## config.mk

```make
export PLATFORM = sky130hd
export DESIGN_NAME = pmd_power_mode_mgr
export DESIGN_NICKNAME = d
export VERILOG_FILES = /design/src/pkg/pmd_pkg.sv /design/src/design/pmd_result_mem.sv /design/src/design/pmd_power_mode_mgr.sv
export SDC_FILE = /design/constraint.sdc
export NUM_CORES = 1
export LEC_CHECK = 0
export BUFFER_PORTS_ARGS = -buffer_cell sky130_fd_sc_hd__buf_2
export CORE_MARGIN = 2
export CORE_UTILIZATION = 25
export DETAILED_ROUTE_END_ITERATION = 16
export GPL_ROUTABILITY_DRIVEN = 0
export PLACE_DENSITY_LB_ADDON = 0.2
export SETUP_SLACK_MARGIN = 0.2
export SYNTH_ARGS = -nofsm -noshare
export SYNTH_HDL_FRONTEND = slang
export SYNTH_SLANG_ARGS = --single-unit
export TNS_END_PERCENT = 50
```

## constraint.sdc

```tcl
create_clock -name i_clk_sys -period 3.95 [get_ports i_clk_sys]
set_input_delay 0.395 -clock i_clk_sys [delete_from_list [all_inputs] [get_ports i_clk_sys]]
set_output_delay 0.395 -clock i_clk_sys [all_outputs]
set_load 0.05 [all_outputs]
```

## src/pkg/pmd_pkg.sv

```systemverilog
// pmd_pkg: constants, register map, types of the power-mode manager.
// assumes one 125 MHz clock; figures in cycles derive from the times below.
package pmd_pkg;
  localparam int CLK_MHZ = 125;
  localparam int CLK_KHZ = 125000;
  localparam int CORE_MHZ = 25;
  localparam int CORE_DIV = CLK_MHZ / CORE_MHZ;
  localparam int RUN_FRAME_MS = 8;
  localparam int RUN_FRAME_TICKS = RUN_FRAME_MS * CORE_MHZ * 1000;
  localparam int HIB_TICK_MS = 10;
  localparam int HIB_TICK_CYCLES = HIB_TICK_MS * CLK_KHZ;
  localparam int SELFTEST_MS = 250;
  localparam int SELFTEST_CYCLES = SELFTEST_MS * CLK_KHZ;

  localparam logic [7:0] ADDR_RESULT0 = 8'h0c;
  localparam logic [7:0] ADDR_RESULT3 = 8'h0f;
  localparam logic [7:0] ADDR_SELFTEST = 8'h10;
  localparam logic [7:0] ADDR_BUTTON = 8'h12;
  localparam logic [7:0] ADDR_RUN_TMO = 8'h13;
  localparam logic [7:0] ADDR_R1_PER = 8'h14;
  localparam logic [7:0] ADDR_R1_TMO = 8'h15;
  localparam logic [7:0] ADDR_R2_PER = 8'h16;
  localparam logic [7:0] ADDR_R2_TMO = 8'h17;
  localparam logic [7:0] ADDR_R3_PER = 8'h18;

  localparam int SELFTEST_GO_BIT = 0;
  localparam int BTN_LEVEL_BIT = 0;
  localparam int BTN_FALL_LSB = 4;
  localparam int BTN_RISE_LSB = 6;

  localparam logic [7:0] RST_RUN_TMO = 8'h04;
  localparam logic [7:0] RST_R1_PER = 8'h01;
  localparam logic [7:0] RST_R1_TMO = 8'h1f;
  localparam logic [7:0] RST_R2_PER = 8'h09;
  localparam logic [7:0] RST_R2_TMO = 8'h2f;
  localparam logic [7:0] RST_R3_PER = 8'h31;

  localparam logic [7:0] PER_MIN = 8'h01;
  localparam logic [7:0] PER_MAX = 8'hf0;
  localparam logic [7:0] RUN_TMO_MIN = 8'h02;
  localparam logic [7:0] REST_TMO_MIN = 8'h01;
  localparam logic [7:0] TMO_MAX = 8'hf2;
  localparam logic [15:0] RUN_MULT = 16'h0008;
  localparam logic [15:0] R1_MULT = 16'h0010;
  localparam logic [15:0] R2_MULT = 16'h0080;

  localparam logic [7:0] SIG_BYTE0 = 8'h3e;
  localparam logic [7:0] SIG_BYTE1 = 8'h5c;
  localparam logic [7:0] SIG_BYTE2 = 8'ha4;
  localparam logic [7:0] SIG_BYTE3 = 8'h24;

  typedef enum logic [1:0] {
    MODE_RUN = 2'b00,
    MODE_SLEEP1 = 2'b01,
    MODE_SLEEP2 = 2'b10,
    MODE_SLEEP3 = 2'b11
  } pmd_mode_t;

  typedef enum logic [1:0] {
    ST_IDLE = 2'b00,
    ST_BUSY = 2'b01,
    ST_WRITE = 2'b10
  } pmd_st_t;

  typedef struct packed {
    logic wr;
    logic rd;
    logic [7:0] addr;
    logic [7:0] wdata;
  } pmd_reg_req_t;
endpackage : pmd_pkg

```

## src/design/pmd_result_mem.sv

```systemverilog
// pmd_result_mem: small store of self-test result bytes.
// assumes one writer and one reader on the same clock; read data registered.
`timescale 1ns/1ps
module pmd_result_mem #(
  parameter int WIDTH = 8,
  parameter int DEPTH = 4,
  parameter int AW = 2
) (
  input wire logic i_clk_sys,
  input wire logic i_resetn,
  input wire logic i_we,
  input wire logic [AW-1:0] i_waddr,
  input wire logic [WIDTH-1:0] i_wdata,
  input wire logic [AW-1:0] i_raddr,
  output logic [WIDTH-1:0] o_rdata
);
  logic [WIDTH-1:0] mem_ff [DEPTH];

  always_ff @(posedge i_clk_sys or negedge i_resetn)
  begin
    if (!i_resetn)
    begin
      for (int i = 0; i < DEPTH; i++)
        mem_ff[i] <= '0;
    end
    else if (i_we)
    begin
      mem_ff[i_waddr] <= i_wdata;
    end
  end

  always_ff @(posedge i_clk_sys or negedge i_resetn)
  begin
    if (!i_resetn)
      o_rdata <= '0;
    else
      o_rdata <= mem_ff[i_raddr];
  end
endmodule : pmd_result_mem

```

## src/design/pmd_power_mode_mgr.sv

```systemverilog
// pmd_power_mode_mgr: power-level downshift, self-test control, button counts.
// assumes a register port fed by the serial front end on i_clk_sys, an
// activity strobe from the navigation core on the same clock, a raw switch pin.
`timescale 1ns/1ps
module pmd_power_mode_mgr #(
  parameter int RUN_FRAME_TICKS = pmd_pkg::RUN_FRAME_TICKS,
  parameter int HIB_TICK_CYCLES = pmd_pkg::HIB_TICK_CYCLES,
  parameter int SELFTEST_CYCLES = pmd_pkg::SELFTEST_CYCLES
) (
  input wire logic i_clk_sys,
  input wire logic i_resetn,
  input wire pmd_pkg::pmd_reg_req_t i_reg_req,
  input wire logic i_activity,
  input wire logic i_button,
  output logic [7:0] o_reg_rdata,
  output logic o_reg_rvalid,
  output logic [1:0] o_power_mode,
  output logic o_frame_pulse,
  output logic o_selftest_busy
);
  localparam int CORE_DIV = pmd_pkg::CORE_DIV;

  function automatic logic [7:0] clamp8(input logic [7:0] v, input logic [7:0] lo,
                                        input logic [7:0] hi);
    clamp8 = (v < lo) ? lo : ((v > hi) ? hi : v);
  endfunction : clamp8

  function automatic logic [7:0] sig_byte(input logic [1:0] idx);
    case (idx)
      2'h0: sig_byte = pmd_pkg::SIG_BYTE0;
      2'h1: sig_byte = pmd_pkg::SIG_BYTE1;
      2'h2: sig_byte = pmd_pkg::SIG_BYTE2;
      default: sig_byte = pmd_pkg::SIG_BYTE3;
    endcase
  endfunction : sig_byte

  // register port
  logic [7:0] run_tmo_ff, r1_per_ff, r1_tmo_ff, r2_per_ff, r2_tmo_ff, r3_per_ff;
  pmd_pkg::pmd_st_t st_state_ff;
  logic acc_ok;
  logic wr_en;
  logic st_go;
  logic btn_wr;
  // accesses during the self-test are dropped; host must stay off the port
  assign acc_ok = (st_state_ff == pmd_pkg::ST_IDLE);
  assign wr_en = i_reg_req.wr && acc_ok;
  assign st_go = wr_en && (i_reg_req.addr == pmd_pkg::ADDR_SELFTEST) &&
                 i_reg_req.wdata[pmd_pkg::SELFTEST_GO_BIT];
  assign btn_wr = wr_en && (i_reg_req.addr == pmd_pkg::ADDR_BUTTON);

  always_ff @(posedge i_clk_sys or negedge i_resetn)
  begin
    if (!i_resetn)
    begin
      run_tmo_ff <= pmd_pkg::RST_RUN_TMO;
      r1_per_ff <= pmd_pkg::RST_R1_PER;
      r1_tmo_ff <= pmd_pkg::RST_R1_TMO;
      r2_per_ff <= pmd_pkg::RST_R2_PER;
      r2_tmo_ff <= pmd_pkg::RST_R2_TMO;
      r3_per_ff <= pmd_pkg::RST_R3_PER;
    end
    else if (wr_en)
    begin
      case (i_reg_req.addr)
        pmd_pkg::ADDR_RUN_TMO: run_tmo_ff <= i_reg_req.wdata;
        pmd_pkg::ADDR_R1_PER: r1_per_ff <= i_reg_req.wdata;
        pmd_pkg::ADDR_R1_TMO: r1_tmo_ff <= i_reg_req.wdata;
        pmd_pkg::ADDR_R2_PER: r2_per_ff <= i_reg_req.wdata;
        pmd_pkg::ADDR_R2_TMO: r2_tmo_ff <= i_reg_req.wdata;
        pmd_pkg::ADDR_R3_PER: r3_per_ff <= i_reg_req.wdata;
        default: ;
      endcase
    end
  end

  // button: two-stage sync, then edge detect on the second stage
  logic btn_s1_ff, btn_s2_ff, btn_d_ff;
  logic [1:0] rise_cnt_ff, fall_cnt_ff;
  logic btn_rise, btn_fall;
  assign btn_rise = btn_s2_ff && !btn_d_ff;
  assign btn_fall = !btn_s2_ff && btn_d_ff;

  always_ff @(posedge i_clk_sys or negedge i_resetn)
  begin
    if (!i_resetn)
    begin
      btn_s1_ff <= 1'b0;
      btn_s2_ff <= 1'b0;
      btn_d_ff <= 1'b0;
    end
    else
    begin
      btn_s1_ff <= i_button;
      btn_s2_ff <= btn_s1_ff;
      btn_d_ff <= btn_s2_ff;
    end
  end

  // an edge in the clearing cycle counts as the first of the new run
  always_ff @(posedge i_clk_sys or negedge i_resetn)
  begin
    if (!i_resetn)
    begin
      rise_cnt_ff <= 2'h0;
      fall_cnt_ff <= 2'h0;
    end
    else
    begin
      if (btn_wr)
        rise_cnt_ff <= {1'b0, btn_rise};
      else if (btn_rise)
        rise_cnt_ff <= rise_cnt_ff + 2'h1;
      if (btn_wr)
        fall_cnt_ff <= {1'b0, btn_fall};
      else if (btn_fall)
        fall_cnt_ff <= fall_cnt_ff + 2'h1;
    end
  end

  // self-test sequencer; results land in the result store when time is up
  logic [31:0] st_cnt_ff;
  logic [1:0] st_idx_ff;
  logic mem_we_ff;
  logic [1:0] mem_waddr_ff;
  logic [7:0] mem_wdata_ff;
  logic [7:0] mem_rdata;

  always_ff @(posedge i_clk_sys or negedge i_resetn)
  begin
    if (!i_resetn)
    begin
      st_state_ff <= pmd_pkg::ST_IDLE;
      st_cnt_ff <= 32'h0;
      st_idx_ff <= 2'h0;
    end
    else
    begin
      case (st_state_ff)
        pmd_pkg::ST_IDLE:
        begin
          st_cnt_ff <= 32'h0;
          st_idx_ff <= 2'h0;
          if (st_go)
            st_state_ff <= pmd_pkg::ST_BUSY;
        end
        pmd_pkg::ST_BUSY:
        begin
          st_cnt_ff <= st_cnt_ff + 32'h1;
          if (st_cnt_ff == 32'(SELFTEST_CYCLES - 1))
            st_state_ff <= pmd_pkg::ST_WRITE;
        end
        pmd_pkg::ST_WRITE:
        begin
          st_idx_ff <= st_idx_ff + 2'h1;
          if (st_idx_ff == 2'h3)
            st_state_ff <= pmd_pkg::ST_IDLE;
        end
        default: st_state_ff <= pmd_pkg::ST_IDLE;
      endcase
    end
  end

  always_ff @(posedge i_clk_sys or negedge i_resetn)
  begin
    if (!i_resetn)
    begin
      mem_we_ff <= 1'b0;
      mem_waddr_ff <= 2'h0;
      mem_wdata_ff <= 8'h00;
    end
    else
    begin
      mem_we_ff <= (st_state_ff == pmd_pkg::ST_WRITE);
      mem_waddr_ff <= st_idx_ff;
      mem_wdata_ff <= sig_byte(st_idx_ff);
    end
  end

  pmd_result_mem #(.WIDTH(8), .DEPTH(4), .AW(2)) u_result_mem (
    .i_clk_sys(i_clk_sys),
    .i_resetn(i_resetn),
    .i_we(mem_we_ff),
    .i_waddr(mem_waddr_ff),
    .i_wdata(mem_wdata_ff),
    .i_raddr(i_reg_req.addr[1:0]),
    .o_rdata(mem_rdata)
  );

  // timebases: 25 MHz core tick and free-running 100 Hz hibernate tick
  logic [2:0] core_div_ff;
  logic [31:0] hib_cnt_ff;
  logic core_tick, hib_tick;
  assign core_tick = (core_div_ff == 3'(CORE_DIV - 1));
  assign hib_tick = (hib_cnt_ff == 32'(HIB_TICK_CYCLES - 1));

  always_ff @(posedge i_clk_sys or negedge i_resetn)
  begin
    if (!i_resetn)
    begin
      core_div_ff <= 3'h0;
      hib_cnt_ff <= 32'h0;
    end
    else
    begin
      core_div_ff <= core_tick ? 3'h0 : core_div_ff + 3'h1;
      hib_cnt_ff <= hib_tick ? 32'h0 : hib_cnt_ff + 32'h1;
    end
  end

  // power levels
  pmd_pkg::pmd_mode_t mode_ff;
  logic [31:0] run_frm_cnt_ff;
  logic [7:0] rest_cnt_ff;
  logic [15:0] idle_cnt_ff;
  logic [7:0] per_val;
  logic [15:0] idle_limit;
  logic run_frame, rest_frame, frame_evt, step;

  always_comb
  begin
    case (mode_ff)
      pmd_pkg::MODE_SLEEP1: per_val = clamp8(r1_per_ff, pmd_pkg::PER_MIN,
                                             pmd_pkg::PER_MAX);
      pmd_pkg::MODE_SLEEP2: per_val = clamp8(r2_per_ff, pmd_pkg::PER_MIN,
                                             pmd_pkg::PER_MAX);
      default: per_val = clamp8(r3_per_ff, pmd_pkg::PER_MIN,
                                pmd_pkg::PER_MAX);
    endcase
  end

  always_comb
  begin
    case (mode_ff)
      pmd_pkg::MODE_RUN: idle_limit = 16'(clamp8(run_tmo_ff, pmd_pkg::RUN_TMO_MIN,
                                      pmd_pkg::TMO_MAX) * pmd_pkg::RUN_MULT);
      pmd_pkg::MODE_SLEEP1: idle_limit = 16'(clamp8(r1_tmo_ff, pmd_pkg::REST_TMO_MIN,
                                         pmd_pkg::TMO_MAX) * pmd_pkg::R1_MULT);
      default: idle_limit = 16'(clamp8(r2_tmo_ff, pmd_pkg::REST_TMO_MIN,
                                pmd_pkg::TMO_MAX) * pmd_pkg::R2_MULT);
    endcase
  end

  assign run_frame = (mode_ff == pmd_pkg::MODE_RUN) && core_tick &&
                     (run_frm_cnt_ff == 32'(RUN_FRAME_TICKS - 1));
  // at-or-past, so a period cut mid-level cannot let the count wrap
  assign rest_frame = (mode_ff != pmd_pkg::MODE_RUN) && hib_tick &&
                      (rest_cnt_ff >= per_val);
  assign frame_evt = run_frame || rest_frame;
  // level three is the floor; it only keeps framing
  assign step = frame_evt && !i_activity && (mode_ff != pmd_pkg::MODE_SLEEP3) &&
                (idle_cnt_ff + 16'h1 >= idle_limit);

  always_ff @(posedge i_clk_sys or negedge i_resetn)
  begin
    if (!i_resetn)
      mode_ff <= pmd_pkg::MODE_RUN;
    else if (i_activity)
      mode_ff <= pmd_pkg::MODE_RUN;
    else if (step)
      mode_ff <= pmd_pkg::pmd_mode_t'(mode_ff + 2'h1);
  end

  always_ff @(posedge i_clk_sys or negedge i_resetn)
  begin
    if (!i_resetn)
      idle_cnt_ff <= 16'h0;
    else if (i_activity || step)
      idle_cnt_ff <= 16'h0;
    else if (frame_evt && mode_ff != pmd_pkg::MODE_SLEEP3)
      idle_cnt_ff <= idle_cnt_ff + 16'h1;
  end

  // frame timers restart on any level change so each level starts clean
  always_ff @(posedge i_clk_sys or negedge i_resetn)
  begin
    if (!i_resetn)
    begin
      run_frm_cnt_ff <= 32'h0;
      rest_cnt_ff <= 8'h0;
    end
    else if (i_activity || step)
    begin
      run_frm_cnt_ff <= 32'h0;
      rest_cnt_ff <= 8'h0;
    end
    else
    begin
      if (mode_ff == pmd_pkg::MODE_RUN && core_tick)
        run_frm_cnt_ff <= run_frame ? 32'h0 : run_frm_cnt_ff + 32'h1;
      if (mode_ff != pmd_pkg::MODE_RUN && hib_tick)
        rest_cnt_ff <= rest_frame ? 8'h0 : rest_cnt_ff + 8'h1;
    end
  end

  // outputs and read path; the result store adds one cycle, so all reads take two
  logic rd_pend_ff;
  logic [7:0] rd_addr_ff;

  always_ff @(posedge i_clk_sys or negedge i_resetn)
  begin
    if (!i_resetn)
    begin
      rd_pend_ff <= 1'b0;
      rd_addr_ff <= 8'h00;
    end
    else
    begin
      rd_pend_ff <= i_reg_req.rd && acc_ok;
      rd_addr_ff <= i_reg_req.addr;
    end
  end

  always_ff @(posedge i_clk_sys or negedge i_resetn)
  begin
    if (!i_resetn)
    begin
      o_reg_rdata <= 8'h00;
      o_reg_rvalid <= 1'b0;
    end
    else
    begin
      o_reg_rvalid <= rd_pend_ff;
      if (rd_addr_ff >= pmd_pkg::ADDR_RESULT0 && rd_addr_ff <= pmd_pkg::ADDR_RESULT3)
        o_reg_rdata <= mem_rdata;
      else
      begin
        case (rd_addr_ff)
          pmd_pkg::ADDR_BUTTON: o_reg_rdata <= {rise_cnt_ff, fall_cnt_ff, 3'h0,
                                                btn_s2_ff};
          pmd_pkg::ADDR_RUN_TMO: o_reg_rdata <= run_tmo_ff;
          pmd_pkg::ADDR_R1_PER: o_reg_rdata <= r1_per_ff;
          pmd_pkg::ADDR_R1_TMO: o_reg_rdata <= r1_tmo_ff;
          pmd_pkg::ADDR_R2_PER: o_reg_rdata <= r2_per_ff;
          pmd_pkg::ADDR_R2_TMO: o_reg_rdata <= r2_tmo_ff;
          pmd_pkg::ADDR_R3_PER: o_reg_rdata <= r3_per_ff;
          default: o_reg_rdata <= 8'h00;
        endcase
      end
    end
  end

  always_ff @(posedge i_clk_sys or negedge i_resetn)
  begin
    if (!i_resetn)
    begin
      o_power_mode <= 2'b00;
      o_frame_pulse <= 1'b0;
      o_selftest_busy <= 1'b0;
    end
    else
    begin
      o_power_mode <= mode_ff;
      o_frame_pulse <= frame_evt;
      o_selftest_busy <= (st_state_ff != pmd_pkg::ST_IDLE);
    end
  end
endmodule : pmd_power_mode_mgr

```

* Yosys cells after proc, flatten, opt, wreduce, memory -nomap -nowiden
Index checks and enable logic that the tools add are counted.
** Word-level totals
- Flip-flop bits (word level) :: 257
- Input port bits :: 22
- Output and inout port bits :: 13
- Word-level logic and storage cells :: 183
** Cells by class
- Add/subtract/negate cells :: 10
- $lt $le $gt $ge :: 19
- Eq/ne operators :: 30
- Mux-type cells :: 45
- Bitwise operators :: 2
- Reduce and logical (&&, ||, !) cells :: 42
** Operators with widths (number)
- $mux 8 :: 19
- $mux 32 :: 4
- $eq 8x5->1 const B :: 15
- $add 32x1->32 const B :: 3
- $pmux 32 s2 :: 1
- $pmux 8 s7 :: 1
- $gt 8x8->1 const B :: 6
- $lt 8x1->1 const B :: 5
- $bwmux 32 :: 1
- $eq 32x18->1 const B :: 1
- $eq 32x21->1 const B :: 1
- $eq 32x25->1 const B :: 1
- $mux 16 :: 2
- $pmux 15 s2 :: 1
- $pmux 8 s3 :: 1
- $reduce_bool 2->1 :: 10
- $mux 2 :: 9
- $logic_and 1x1->1 :: 17
- $add 16x1->16 const B :: 1
- $bmux 8 s2 :: 1
- $demux 8 s2 :: 1
- $ge 16x16->1 :: 1
- $pmux 8 s2 :: 1
- $reduce_and 2->1 :: 6
- other kinds (22) :: 39

* Logic depth before layout (Yosys ltp)
Gate-level depths: netlist (run 1).
- Depth after elaboration :: 12
- Gate-level depth with buffers :: 15
- Mapped depth without buffers :: 14

* Hierarchy
Synthesis (run 1) repeated with hierarchy kept, for this count alone.
** Second synthesis, totals
- Cell total of the unflattened synthesis :: 1211
- Area, all modules :: 12823.5 µm²
** By module, submodules not included
- pmd_power_mode_mgr :: instances 1, cells each 1125, area each 11222.0 µm², sequential area each 5401.4 µm²
- pmd_result_mem :: instances 1, cells each 86, area each 1601.5 µm², sequential area each 1001.0 µm²

* Worst setup path after synthesis (run 1)
No wires, ideal clock.
- Kind :: register -> register
- Start point :: register r1_per_ff[1]
- End point :: register run_frm_cnt_ff[12]
- Library setup time :: 0.121 ns
- Arrival time :: 3.584 ns
- Setup slack :: 0.245 ns
- Stages on the path, launching flop included :: 14
- Path buffers :: 1
- Clock period less this slack :: 3.705 ns
- Cells stage by stage :: dfrtp_1 or4_1 or4_1 o211a_1 a22o_1 a22oi_1 ha_1 o21a_1 nor2_1 o31ai_1 nand2_1 o311ai_4 buf_2 nor2_1
** On the way
- Cells in the longest elaborated chain, start to end :: 12
- Elaborated cells between the ends (all ways) :: 14
- Those cells by class :: order compare: 3; mux: 4; reduce/logical: 7
** Ends and longest elaborated chain
- start, declared :: line pmd_power_mode_mgr.sv:38 : logic [7:0] run_tmo_ff, r1_per_ff, r1_tmo_ff, r2_per_ff, r2_tmo_ff, r3_per_ff;
- start signal, assigned :: line pmd_power_mode_mgr.sv:56 : r1_per_ff <= pmd_pkg::RST_R1_PER;
- start signal, assigned :: line pmd_power_mode_mgr.sv:66 : pmd_pkg::ADDR_R1_PER: r1_per_ff <= i_reg_req.wdata;
- $gt 8x8->1 :: line pmd_power_mode_mgr.sv:25 : clamp8 = (v < lo) ? lo : ((v > hi) ? hi : v);
- $mux 8 :: line pmd_power_mode_mgr.sv:25
- $mux 8 (*) :: line pmd_power_mode_mgr.sv:25
- $pmux 8 s2 (*) :: line pmd_power_mode_mgr.sv:221 : case (mode_ff)
- $ge 8x8->1 (*) :: line pmd_power_mode_mgr.sv:247 : (rest_cnt_ff >= per_val);
- $logic_and 1x1->1 (*) :: line pmd_power_mode_mgr.sv:246 : assign rest_frame = (mode_ff != pmd_pkg::MODE_RUN) && hib_tick &&
- $logic_or 1x1->1 (*) :: line pmd_power_mode_mgr.sv:248 : assign frame_evt = run_frame || rest_frame;
- $logic_and 1x1->1 (*) (3 in series) :: line pmd_power_mode_mgr.sv:250 : assign step = frame_evt && !i_activity && (mode_ff != pmd_pkg::MODE_SLEEP3) &&
- $logic_or 1x1->1 (*) :: line pmd_power_mode_mgr.sv:281 : else if (i_activity || step)
- $mux 32 or $reduce_bool 2->1 (tied branches)
- end signal, assigned :: line pmd_power_mode_mgr.sv:289 : run_frm_cnt_ff <= run_frame ? 32'h0 : run_frm_cnt_ff + 32'h1;
- end, declared :: line pmd_power_mode_mgr.sv:212 : logic [31:0] run_frm_cnt_ff;
Mark *: on every way between the ends. The rest lies on a longest branch, timed or not.
A chain may end at the register's enable or synchronous reset.

* Worst setup path in the final report (run 1)
- Start point :: register r1_per_ff[0]
- End point :: register run_frm_cnt_ff[3]
The elaborated chain is that of the path after synthesis.

==> tab_implementation.tex, run 1 <==
\begin{tabular}{lr}
\hline
Metric & Value \\
\hline
\multicolumn{2}{l}{\textbf{Outcome}} \\
Status & completed \\
\multicolumn{2}{l}{\textbf{Setup path}} \\
Depth of the most critical reg-to-reg path & 13 \\
Startpoint of the lowest-slack register-to-register path & r1\_per\_ff[0] \\
Setup crit start kind & flip-flop \\
Data arrival time of the worst path & 4.11 ns \\
Worst Setup EP & run\_frm\_cnt\_ff[3] \\
Library cell contributing the largest single delay on the critical path & sky130\_fd\_sc\_hd\_\_or4\_1 \\
Worst reg2reg setup slack & 0.28 ns \\
Combined buffer and inverter count along the critical path & 1 \\
Worst-path cell chain & or4\_1, or4\_4, o211a\_1, a22o\_1, a22oi\_2, ha\_2, o21a\_1, nor2\_1, o31ai\_4, nand2\_2, o311ai\_4, buf\_4, nor3\_1 \\
CP Capture Type & flip-flop \\
Setup Crit Path Kind & reg2reg \\
CP Data Required Time & 4.39 ns \\
CP top delay family & compound AO/OA/AOI/OAI gates \\
Highest fanout seen on the critical path & 6 \\
Logic depth of the worst path, buffers included & 13 \\
Timing startpoint of the critical path & r1\_per\_ff[0] \\
Capture point of the worst reg-to-reg path & run\_frm\_cnt\_ff[3] \\
Largest stage delay on the critical path & $\sim$0.52 ns \\
\multicolumn{2}{l}{\textbf{Synth}} \\
Cell type with the largest total area after synthesis & sky130\_fd\_sc\_hd\_\_dfrtp\_1 \\
Post-synth EDFFs & 0 \\
Sequential element share of the synthesized area & between 40\% and 50\% \\
Most common flop cell mapped by yosys & sky130\_fd\_sc\_hd\_\_dfrtp\_1 \\
Synthesized Nets & $\sim$1200 \\
Mean instance size in the synthesized netlist & between 10 and 15 µm² \\
Synth top area share & between 40\% and 50\% \\
Leading cell type by number of instances after synthesis & sky130\_fd\_sc\_hd\_\_dfrtp\_1 \\
Synth unique cells & 70 \\
Number of warnings reported in the yosys synthesis log & 0 \\
Post-synthesis cell area & 0.01244 mm² \\
Post-synthesis async set-or-reset flop share & between 90\% and 100\% \\
Register bit count reported by yosys & around 250 \\
Synthesized netlist cell count & around 1200 \\
Biggest area contributors in the synthesized netlist & sky130\_fd\_sc\_hd\_\_dfrtp\_1 46\%, sky130\_fd\_sc\_hd\_\_mux2\_2 7.1\%, sky130\_fd\_sc\_hd\_\_xor2\_1 3.9\% \\
Commonest cells in the netlist & 228 x sky130\_fd\_sc\_hd\_\_dfrtp\_1, 118 x sky130\_fd\_sc\_hd\_\_nor2\_1, 88 x sky130\_fd\_sc\_hd\_\_nand2\_1, 78 x sky130\_fd\_sc\_hd\_\_mux2\_2, 58 x sky130\_fd\_sc\_hd\_\_nand3\_1 \\
\multicolumn{2}{l}{\textbf{Timing}} \\
Transition time at the pin with the least slew margin & 1.029 ns \\
Total count of max-transition violations in the final report & 0 \\
Period minus WS final & approximately 3.7 ns \\
Setup repair after global routing missed its margin & true \\
Clk\_skew & 0.01723 ns \\
PnR worst setup slack & between 0.2 and 0.3 ns \\
Maximum operating frequency & 0.2727 GHz \\
Worst-case headroom to the max-slew limit & around 31\% \\
Final worst-path cycle share & between 90 and 100\% \\
Setup violators final & 0 \\
Setup TNS Final & 0 ns \\
Final hold violations & 0 \\
\multicolumn{2}{l}{\textbf{Clocking}} \\
CTS Buf Count & 29 \\
CTS tree & done \\
Buffers from clock root to sink, at most & 3 \\
Clock Sinks & 245 \\
Clock H-tree levels & 1 \\
Clock network latency to the later pin of the worst-skew pair & roughly 0.58 ns \\
CTS Root Buffer Type & sky130\_fd\_sc\_hd\_\_clkbuf\_16 \\
Clock transition at the register clock pins on the worst setup and hold paths after CTS & approximately 0.06 ns \\
\multicolumn{2}{l}{\textbf{GRT}} \\
Wire length of the first global-routing pass & 51.45 mm \\
Residual overflow from global routing & 0 \\
Largest net degree at the start of global routing & between 90 and 100 \\
GRT Util Overall & between 10\% and 20\% \\
Antenna violations before repair & 0 \\
Vias in the first global route & between 9000 and 10000 \\
\multicolumn{2}{l}{\textbf{Place}} \\
HPWL reported at the end of detailed placement & about 22 mm \\
Dpl ws & $\sim$0.022 ns \\
Post-placement cell count & about 1900 \\
Count of input and output buffers & 34 \\
\multicolumn{2}{l}{\textbf{Detailed routing}} \\
Total length of routed met2 wires & between 10 and 15 mm \\
Violation count after the first detailed-routing iteration & $\sim$770 \\
Mean routed wirelength per cell & approximately 16 µm \\
Antenna Nets Post-Route & 0 \\
Iteration count of the initial detailed-routing pass & 7 \\
Routed length on met1 & 15.29 mm \\
Total detailed-routing wirelength & 31.72 mm \\
Detailed-route vias per instance & around 4.8 \\
Highest signal layer in the routed design & met4 \\
Post-route DRC & 0 \\
Routed length on met3 & around 1.2 mm \\
Total number of vias & 9360 \\
\multicolumn{2}{l}{\textbf{Floorplanning}} \\
Total die area & approximately 0.052 mm² \\
Top Ports & 35 \\
Die boundary width & about 230 µm \\
Core footprint & around 0.05 mm² \\
Site row count & between 80 and 90 \\
Die Height & roughly 230 µm \\
Initial Utilization & 25.35\% \\
\multicolumn{2}{l}{\textbf{Power}} \\
Areal power density over the cells & between 300 and 400 mW/mm² \\
Leakage dissipation & between 0.006 and 0.007 µW \\
Largest vdd supply drop & $\sim$0.00033 V \\
\multicolumn{2}{l}{\textbf{Cells and area}} \\
Sequential Area & 0.006152 mm² \\
Filler instances & a little over 5000 \\
Area delta synth->final & 18.94\% \\
Area of the multi-input gates & between 0.006 and 0.007 mm² \\
Ant. Diodes & 0 \\
Total number of nets in the final design & roughly 1300 \\
Share of layout cells above drive strength 1 & around a fifth \\
Final standard cell count with taps included and fillers excluded & a little under 2000 \\
\multicolumn{2}{l}{\textbf{Min path}} \\
Worst min-delay path category & in2reg \\
\multicolumn{2}{l}{\textbf{Job}} \\
Total of max-cap violations & 0 \\
\hline
\end{tabular}
==> metrics by stage <==
step	cell area [µm²]	hold WS [ns]	total power, µW	utilization, %
global route	14790	0.02072	6047	30.16
finish	14790	0.04297	5784	30.16
detailed placement	13600	0.3378	3087	27.73
global placement	13600	0.3339	3081	27.73
floorplan	12440	0.09941	2893	-
CTS	14650	0.01378	5858	29.87
==> registers in the layout, summed over array words and instances (netlist names), 3 cells and up <==
signal and count:
core_div_ff 3, hib_cnt_ff 32, idle_cnt_ff 16, mem_wdata_ff 6, o_reg_rdata 8, r1_per_ff 8
r1_tmo_ff 8, r2_per_ff 8, r2_tmo_ff 8, r3_per_ff 8, rd_addr_ff 8, rest_cnt_ff 8
run_frm_cnt_ff 32, run_tmo_ff 8, st_cnt_ff 32, u_result_mem.mem_ff 24, u_result_mem.o_rdata 6
==> worst min-delay path by stage <==
stage                        startpoint          to  slack, ns  cells after the start
after floorplan                i_resetn    btn_d_ff        0.1                      0
after global placement        btn_s1_ff   btn_s2_ff       0.33                      0
after detailed placement      btn_s1_ff   btn_s2_ff       0.34                      0
after CTS                 i_reg_req[16]  rd_pend_ff       0.01                      2
after global routing      i_reg_req[16]  rd_pend_ff       0.02                      2
final                     i_reg_req[16]  rd_pend_ff       0.04                      2
==> routing by layer <==
metal / up-vias / track usage (%)
met5: - / 0
met4: 0 / 2.657
met3: 49 / 1.962
met2: 159 / 19.92
met1: 4676 / 17.54
li1: 4476 / -
==> repair_timing <==
item                                   4_1_cts  5_1_grt
setup endpoints to repair                   49       58
hold buffers                                 8        0
buffers inserted                             0        2
pin swaps                                    0        7
cloned                                       0        1
endpoints found under the hold margin       87        0
gates resized for setup                      2       23
==> layout by cell type, fill, tap and decap left out, types with 11 or more instances in the layout <==
cell type                     n
sky130_fd_sc_hd__a21oi_1     37
sky130_fd_sc_hd__inv_1       28
sky130_fd_sc_hd__clkbuf_16   29
sky130_fd_sc_hd__xor2_1      55
sky130_fd_sc_hd__buf_4       32
sky130_fd_sc_hd__xnor2_1     37
sky130_fd_sc_hd__ha_1        34
sky130_fd_sc_hd__dfstp_2     17
sky130_fd_sc_hd__nor2_1     117
sky130_fd_sc_hd__nand3_1     57
sky130_fd_sc_hd__buf_2       33
sky130_fd_sc_hd__or3_1       11
sky130_fd_sc_hd__dfrtp_1    228
sky130_fd_sc_hd__nand4_1     52
sky130_fd_sc_hd__and3_1      19
sky130_fd_sc_hd__nor3_1      24
sky130_fd_sc_hd__nor4_1      22
sky130_fd_sc_hd__a22oi_1     19
sky130_fd_sc_hd__o21ai_0     25
sky130_fd_sc_hd__clkbuf_1    11
sky130_fd_sc_hd__nand2_1     86
sky130_fd_sc_hd__mux2_2      78
==> worst register-to-register path, delay by kind of cell, from the launching register on <==
kind / cells / cell delay, ns
adders and majority gates: 1 / 0.23
buffers and inverters: 1 / 0.21
and+or+nand+nor: 5 / 1.18
AOI/OAI and AO/OA: 6 / 1.52
DFF: 1 / 0.37
==> cell families (layout without fill, tap and decap cells) <==
kind of cell    after synthesis  after routing  share of synthesized area [%]
xor+xnor                     92             92                          6.479
fa+ha+maj                    37             37                          3.722
compound gates              160            160                          9.326
other cells                   1              1                        0.03015
buf+inv                      63            164                          2.042
flops                       245            245                          49.47
mux                          94             94                          8.954
simple gates                476            476                          19.98
==> cell type report <==
cell class,instances,share of cell area (%)
clock buffers,47,5.836
clock inverters,7,0.6766
inverters,31,0.7866
multi-input cells,860,41.55
flip-flops and latches,245,41.59
well taps,664,5.616
repair buffers,79,3.941
==> report_power, final <==
part           switching (µW)  internal (µW)
clock network            1080           1620
logic                     244            186
registers                74.4           2580
(Power assumes the default switching activity.)
==> run 2: changes to the inputs <==
--- a/config.mk
+++ b/config.mk
@@ -8,6 +8,7 @@
 export BUFFER_PORTS_ARGS = -buffer_cell sky130_fd_sc_hd__buf_2
 export CORE_MARGIN = 2
 export CORE_UTILIZATION = 25
+export CTS_BUF_LIST = sky130_fd_sc_hd__clkbuf_4
 export DETAILED_ROUTE_END_ITERATION = 16
 export GPL_ROUTABILITY_DRIVEN = 0
 export PLACE_DENSITY_LB_ADDON = 0.2
==> tab_implementation.tex, run 2 (synthesis results as in run 1) <==
\begin{tabular}{lr}
\hline
Metric & Value \\
\hline
\multicolumn{2}{l}{\textbf{Outcome}} \\
Status & completed \\
\multicolumn{2}{l}{\textbf{Cells and area}} \\
Area of the multi-input gates & 0.006190 mm² (+0.69\%) \\
Commonest non-fill, non-tap cell in the layout & sky130\_fd\_sc\_hd\_\_dfrtp\_1 \\
Regs by FF count & hib\_cnt\_ff x32, run\_frm\_cnt\_ff x32, st\_cnt\_ff x32 \\
Top library cells by usage in the layout, fill and taps aside & 228 x sky130\_fd\_sc\_hd\_\_dfrtp\_1, 116 x sky130\_fd\_sc\_hd\_\_nor2\_1, 101 x sky130\_fd\_sc\_hd\_\_clkbuf\_4 \\
Final standard cell area without fillers & 0.01486 mm² (+0.45\%) \\
Share of layout cells above drive strength 1 & 23.36\% (+4.3 points) \\
Final standard cell count with taps included and fillers excluded & 2010 (+4.0\%) \\
Total number of nets in the final design & 1358 (+4.1\%) \\
Filler instances & 5165 (+0.96\%) \\
Area delta synth->final & 19.48\% \\
Sequential Area & 0.006152 mm² (unchanged) \\
\multicolumn{2}{l}{\textbf{Clocking}} \\
Clock Sinks & 245 (unchanged) \\
Clock H-tree levels & 3 (+2) \\
Clock network latency to the later pin of the worst-skew pair & 0.74 ns (+0.16 ns) \\
Buffers from clock root to sink, at most & 3 (unchanged) \\
Clock transition at the register clock pins on the worst setup and hold paths after CTS & 0.07 ns (about the same) \\
CTS Root Buffer Type & sky130\_fd\_sc\_hd\_\_clkbuf\_4 \\
CTS Buf Count & 71 (+140\%) \\
CTS tree & done \\
\multicolumn{2}{l}{\textbf{GRT}} \\
Largest net degree at the start of global routing & 95 (unchanged) \\
Antenna violations before repair & 2 (+2) \\
GRT Util Overall & 12.70\% (+0.32 points) \\
Residual overflow from global routing & 0 (unchanged) \\
Vias in the first global route & 9592 (+4.6\%) \\
Wire length of the first global-routing pass & 52.13 mm (+1.3\%) \\
\multicolumn{2}{l}{\textbf{Timing}} \\
Total count of max-transition violations in the final report & 0 (unchanged) \\
Worst-case headroom to the max-slew limit & 32.11\% (+1.3 points) \\
Hold Slack & 0.1049 ns (+0.06194 ns) \\
Transition time at the pin with the least slew margin & 1.009 ns (-0.01949 ns) \\
Period minus WS final & 3.657 ns (-0.009966 ns) \\
Setup violators final & 0 (unchanged) \\
Final worst-path cycle share & 92.58\% (-0.25 points) \\
PnR worst setup slack & 0.2931 ns (+0.009966 ns) \\
Setup TNS Final & 0 ns (unchanged) \\
Setup repair after global routing missed its margin & true \\
Maximum operating frequency & 0.2735 GHz (+0.27\%) \\
Clk\_skew & 0.04244 ns (+0.02521 ns) \\
Final hold violations & 0 (unchanged) \\
\multicolumn{2}{l}{\textbf{Floorplanning}} \\
Top Ports & 35 (unchanged) \\
Site row count & 81 (unchanged) \\
Total die area & 0.05155 mm² (unchanged) \\
Initial Utilization & 25.35\% (unchanged) \\
Die Height & 227.0 µm (unchanged) \\
Core footprint & 0.04905 mm² (unchanged) \\
Die boundary width & 227.0 µm (unchanged) \\
\multicolumn{2}{l}{\textbf{Min path}} \\
Hold Path Stages & 2 (unchanged) \\
Beginning of the worst hold path & i\_reg\_req[0] \\
Worst min-delay path category & in2reg \\
Endpoint of the worst hold path & r1\_tmo\_ff[0] \\
\multicolumn{2}{l}{\textbf{Setup path}} \\
Library cell contributing the largest single delay on the critical path & sky130\_fd\_sc\_hd\_\_or4\_4 \\
CP Capture Type & flip-flop \\
Startpoint of the lowest-slack register-to-register path & r1\_per\_ff[0] \\
CP Data Required Time & 4.59 ns (+0.20 ns) \\
Worst reg2reg setup slack & 0.29 ns (about the same) \\
Setup Crit Path Kind & reg2reg \\
Worst-path cell chain & or4\_4, or4\_4, o211a\_1, a22o\_1, a22oi\_1, ha\_1, a2111oi\_4, o31ai\_4, a221oi\_4, buf\_2, a21oi\_1, mux2i\_1 \\
Setup crit start kind & flip-flop \\
Logic depth of the worst path, buffers included & 12 (-1) \\
Timing startpoint of the critical path & r1\_per\_ff[0] \\
Most frequent cell on the critical path & sky130\_fd\_sc\_hd\_\_or4\_4 \\
Highest fanout seen on the critical path & 5 (-1) \\
Depth of the most critical reg-to-reg path & 12 (-1) \\
Largest stage delay on the critical path & 0.52 ns (about the same) \\
Capture point of the worst reg-to-reg path & idle\_cnt\_ff[8] \\
Combined buffer and inverter count along the critical path & 1 (unchanged) \\
Data arrival time of the worst path & 4.29 ns (+0.18 ns) \\
CP top delay family & compound AO/OA/AOI/OAI gates \\
\multicolumn{2}{l}{\textbf{Detailed routing}} \\
Total detailed-routing wirelength & 32.38 mm (+2.1\%) \\
Violation count after the first detailed-routing iteration & 692 (-10\%) \\
Post-route DRC & 0 (unchanged) \\
Antenna Nets Post-Route & 0 (unchanged) \\
Detailed-route vias per instance & 4.824 (-0.38\%) \\
Iteration count of the initial detailed-routing pass & 6 (-1) \\
Mean routed wirelength per cell & 16.11 µm (-1.8\%) \\
Total number of vias & 9696 (+3.6\%) \\
\multicolumn{2}{l}{\textbf{Power}} \\
Areal power density over the cells & 371.1 mW/mm² (-5.1\%) \\
Leakage dissipation & 0.006383 µW (+1.6\%) \\
Largest vdd supply drop & 0.0001752 V (-46\%) \\
\multicolumn{2}{l}{\textbf{Place}} \\
Cell Area, Placed & 0.01360 mm² (unchanged) \\
Post-placement cell count & 1868 (unchanged) \\
Dpl ws & 0.02210 ns (unchanged) \\
HPWL reported at the end of detailed placement & 22.16 mm (unchanged) \\
Count of input and output buffers & 34 (unchanged) \\
\multicolumn{2}{l}{\textbf{Job}} \\
Total of max-cap violations & 0 (unchanged) \\
\hline
\end{tabular}
-- run 2: changes by cell type in the layout (fill, tap and decap cells not counted), sizes merged --
cell | before | now
clkbuf | 47 | 101
dlygate4sd3 | 8 | 18
clkinv | 6 | 15
diode | 0 | 2
buf | 71 | 72
clkinvlp | 0 | 1
-- run 2: area by class of cell --
cell class,count,share of cell area [%]
well taps,664,5.591
clock inverters,17,0.8589
inverters,31,0.7831
multi-input cells,860,41.66
clock buffers,101,5.103
repair buffers,90,4.572
diodes,2,0.03368
flip-flops and latches,245,41.40
-- run 2: worst reg2reg max path: cells and delay by family (launching register included) --
family	cells	cell delay, ns
buf+inv	1	0.24
mux	1	0.12
flops	1	0.37
fa+ha+maj	1	0.29
compound gates	7	1.61
simple gates	2	0.95
-- run 2: power breakdown --
group	internal, µW	total, µW	switching (µW)
Sequential	2570	2650	74.3
Combinational	194	446	252
Clock	1300	2420	1120
Total	4070	5510	1440
-- run 2: how the worst max path moves through the flow --
stage,to,slack (ns)
5_1_grt,idle_cnt_ff[10],0.13
4_1_cts,idle_cnt_ff[5],0.20
2_1_floorplan,run_frm_cnt_ff[12],0.24
6_report,idle_cnt_ff[8],0.29
3_3_place_gp,run_frm_cnt_ff[9],0.06
3_5_place_dp,run_frm_cnt_ff[28],0.02
-- run 2: timing repair --
item / 4_1_cts / 5_1_grt
setup endpoints to repair: 46 / 58
pin swaps: 0 / 9
gates cloned: 0 / 1
gates resized for setup: 2 / 33
hold buffers: 18 / 0
setup buffers: 0 / 3
hold endpoints to repair: 124 / 0
-- run 2: through the flow --
step	util, %	power, µW
2_1_floorplan	-	2893
3_3_place_gp	27.73	3081
3_5_place_dp	27.73	3087
4_1_cts	29.92	5597
5_1_grt	30.29	5820
6_report	30.29	5515
-- run 2: metal layers --
metal  global-route usage (%)  vias to the layer above  share of wire, %
li1                         -                     4609                 -
met1                    17.14                     4814                47
met2                    19.89                      217                46
met3                    3.317                       56               4.9
met4                    3.964                        0               1.8
met5                        0                        -                 0
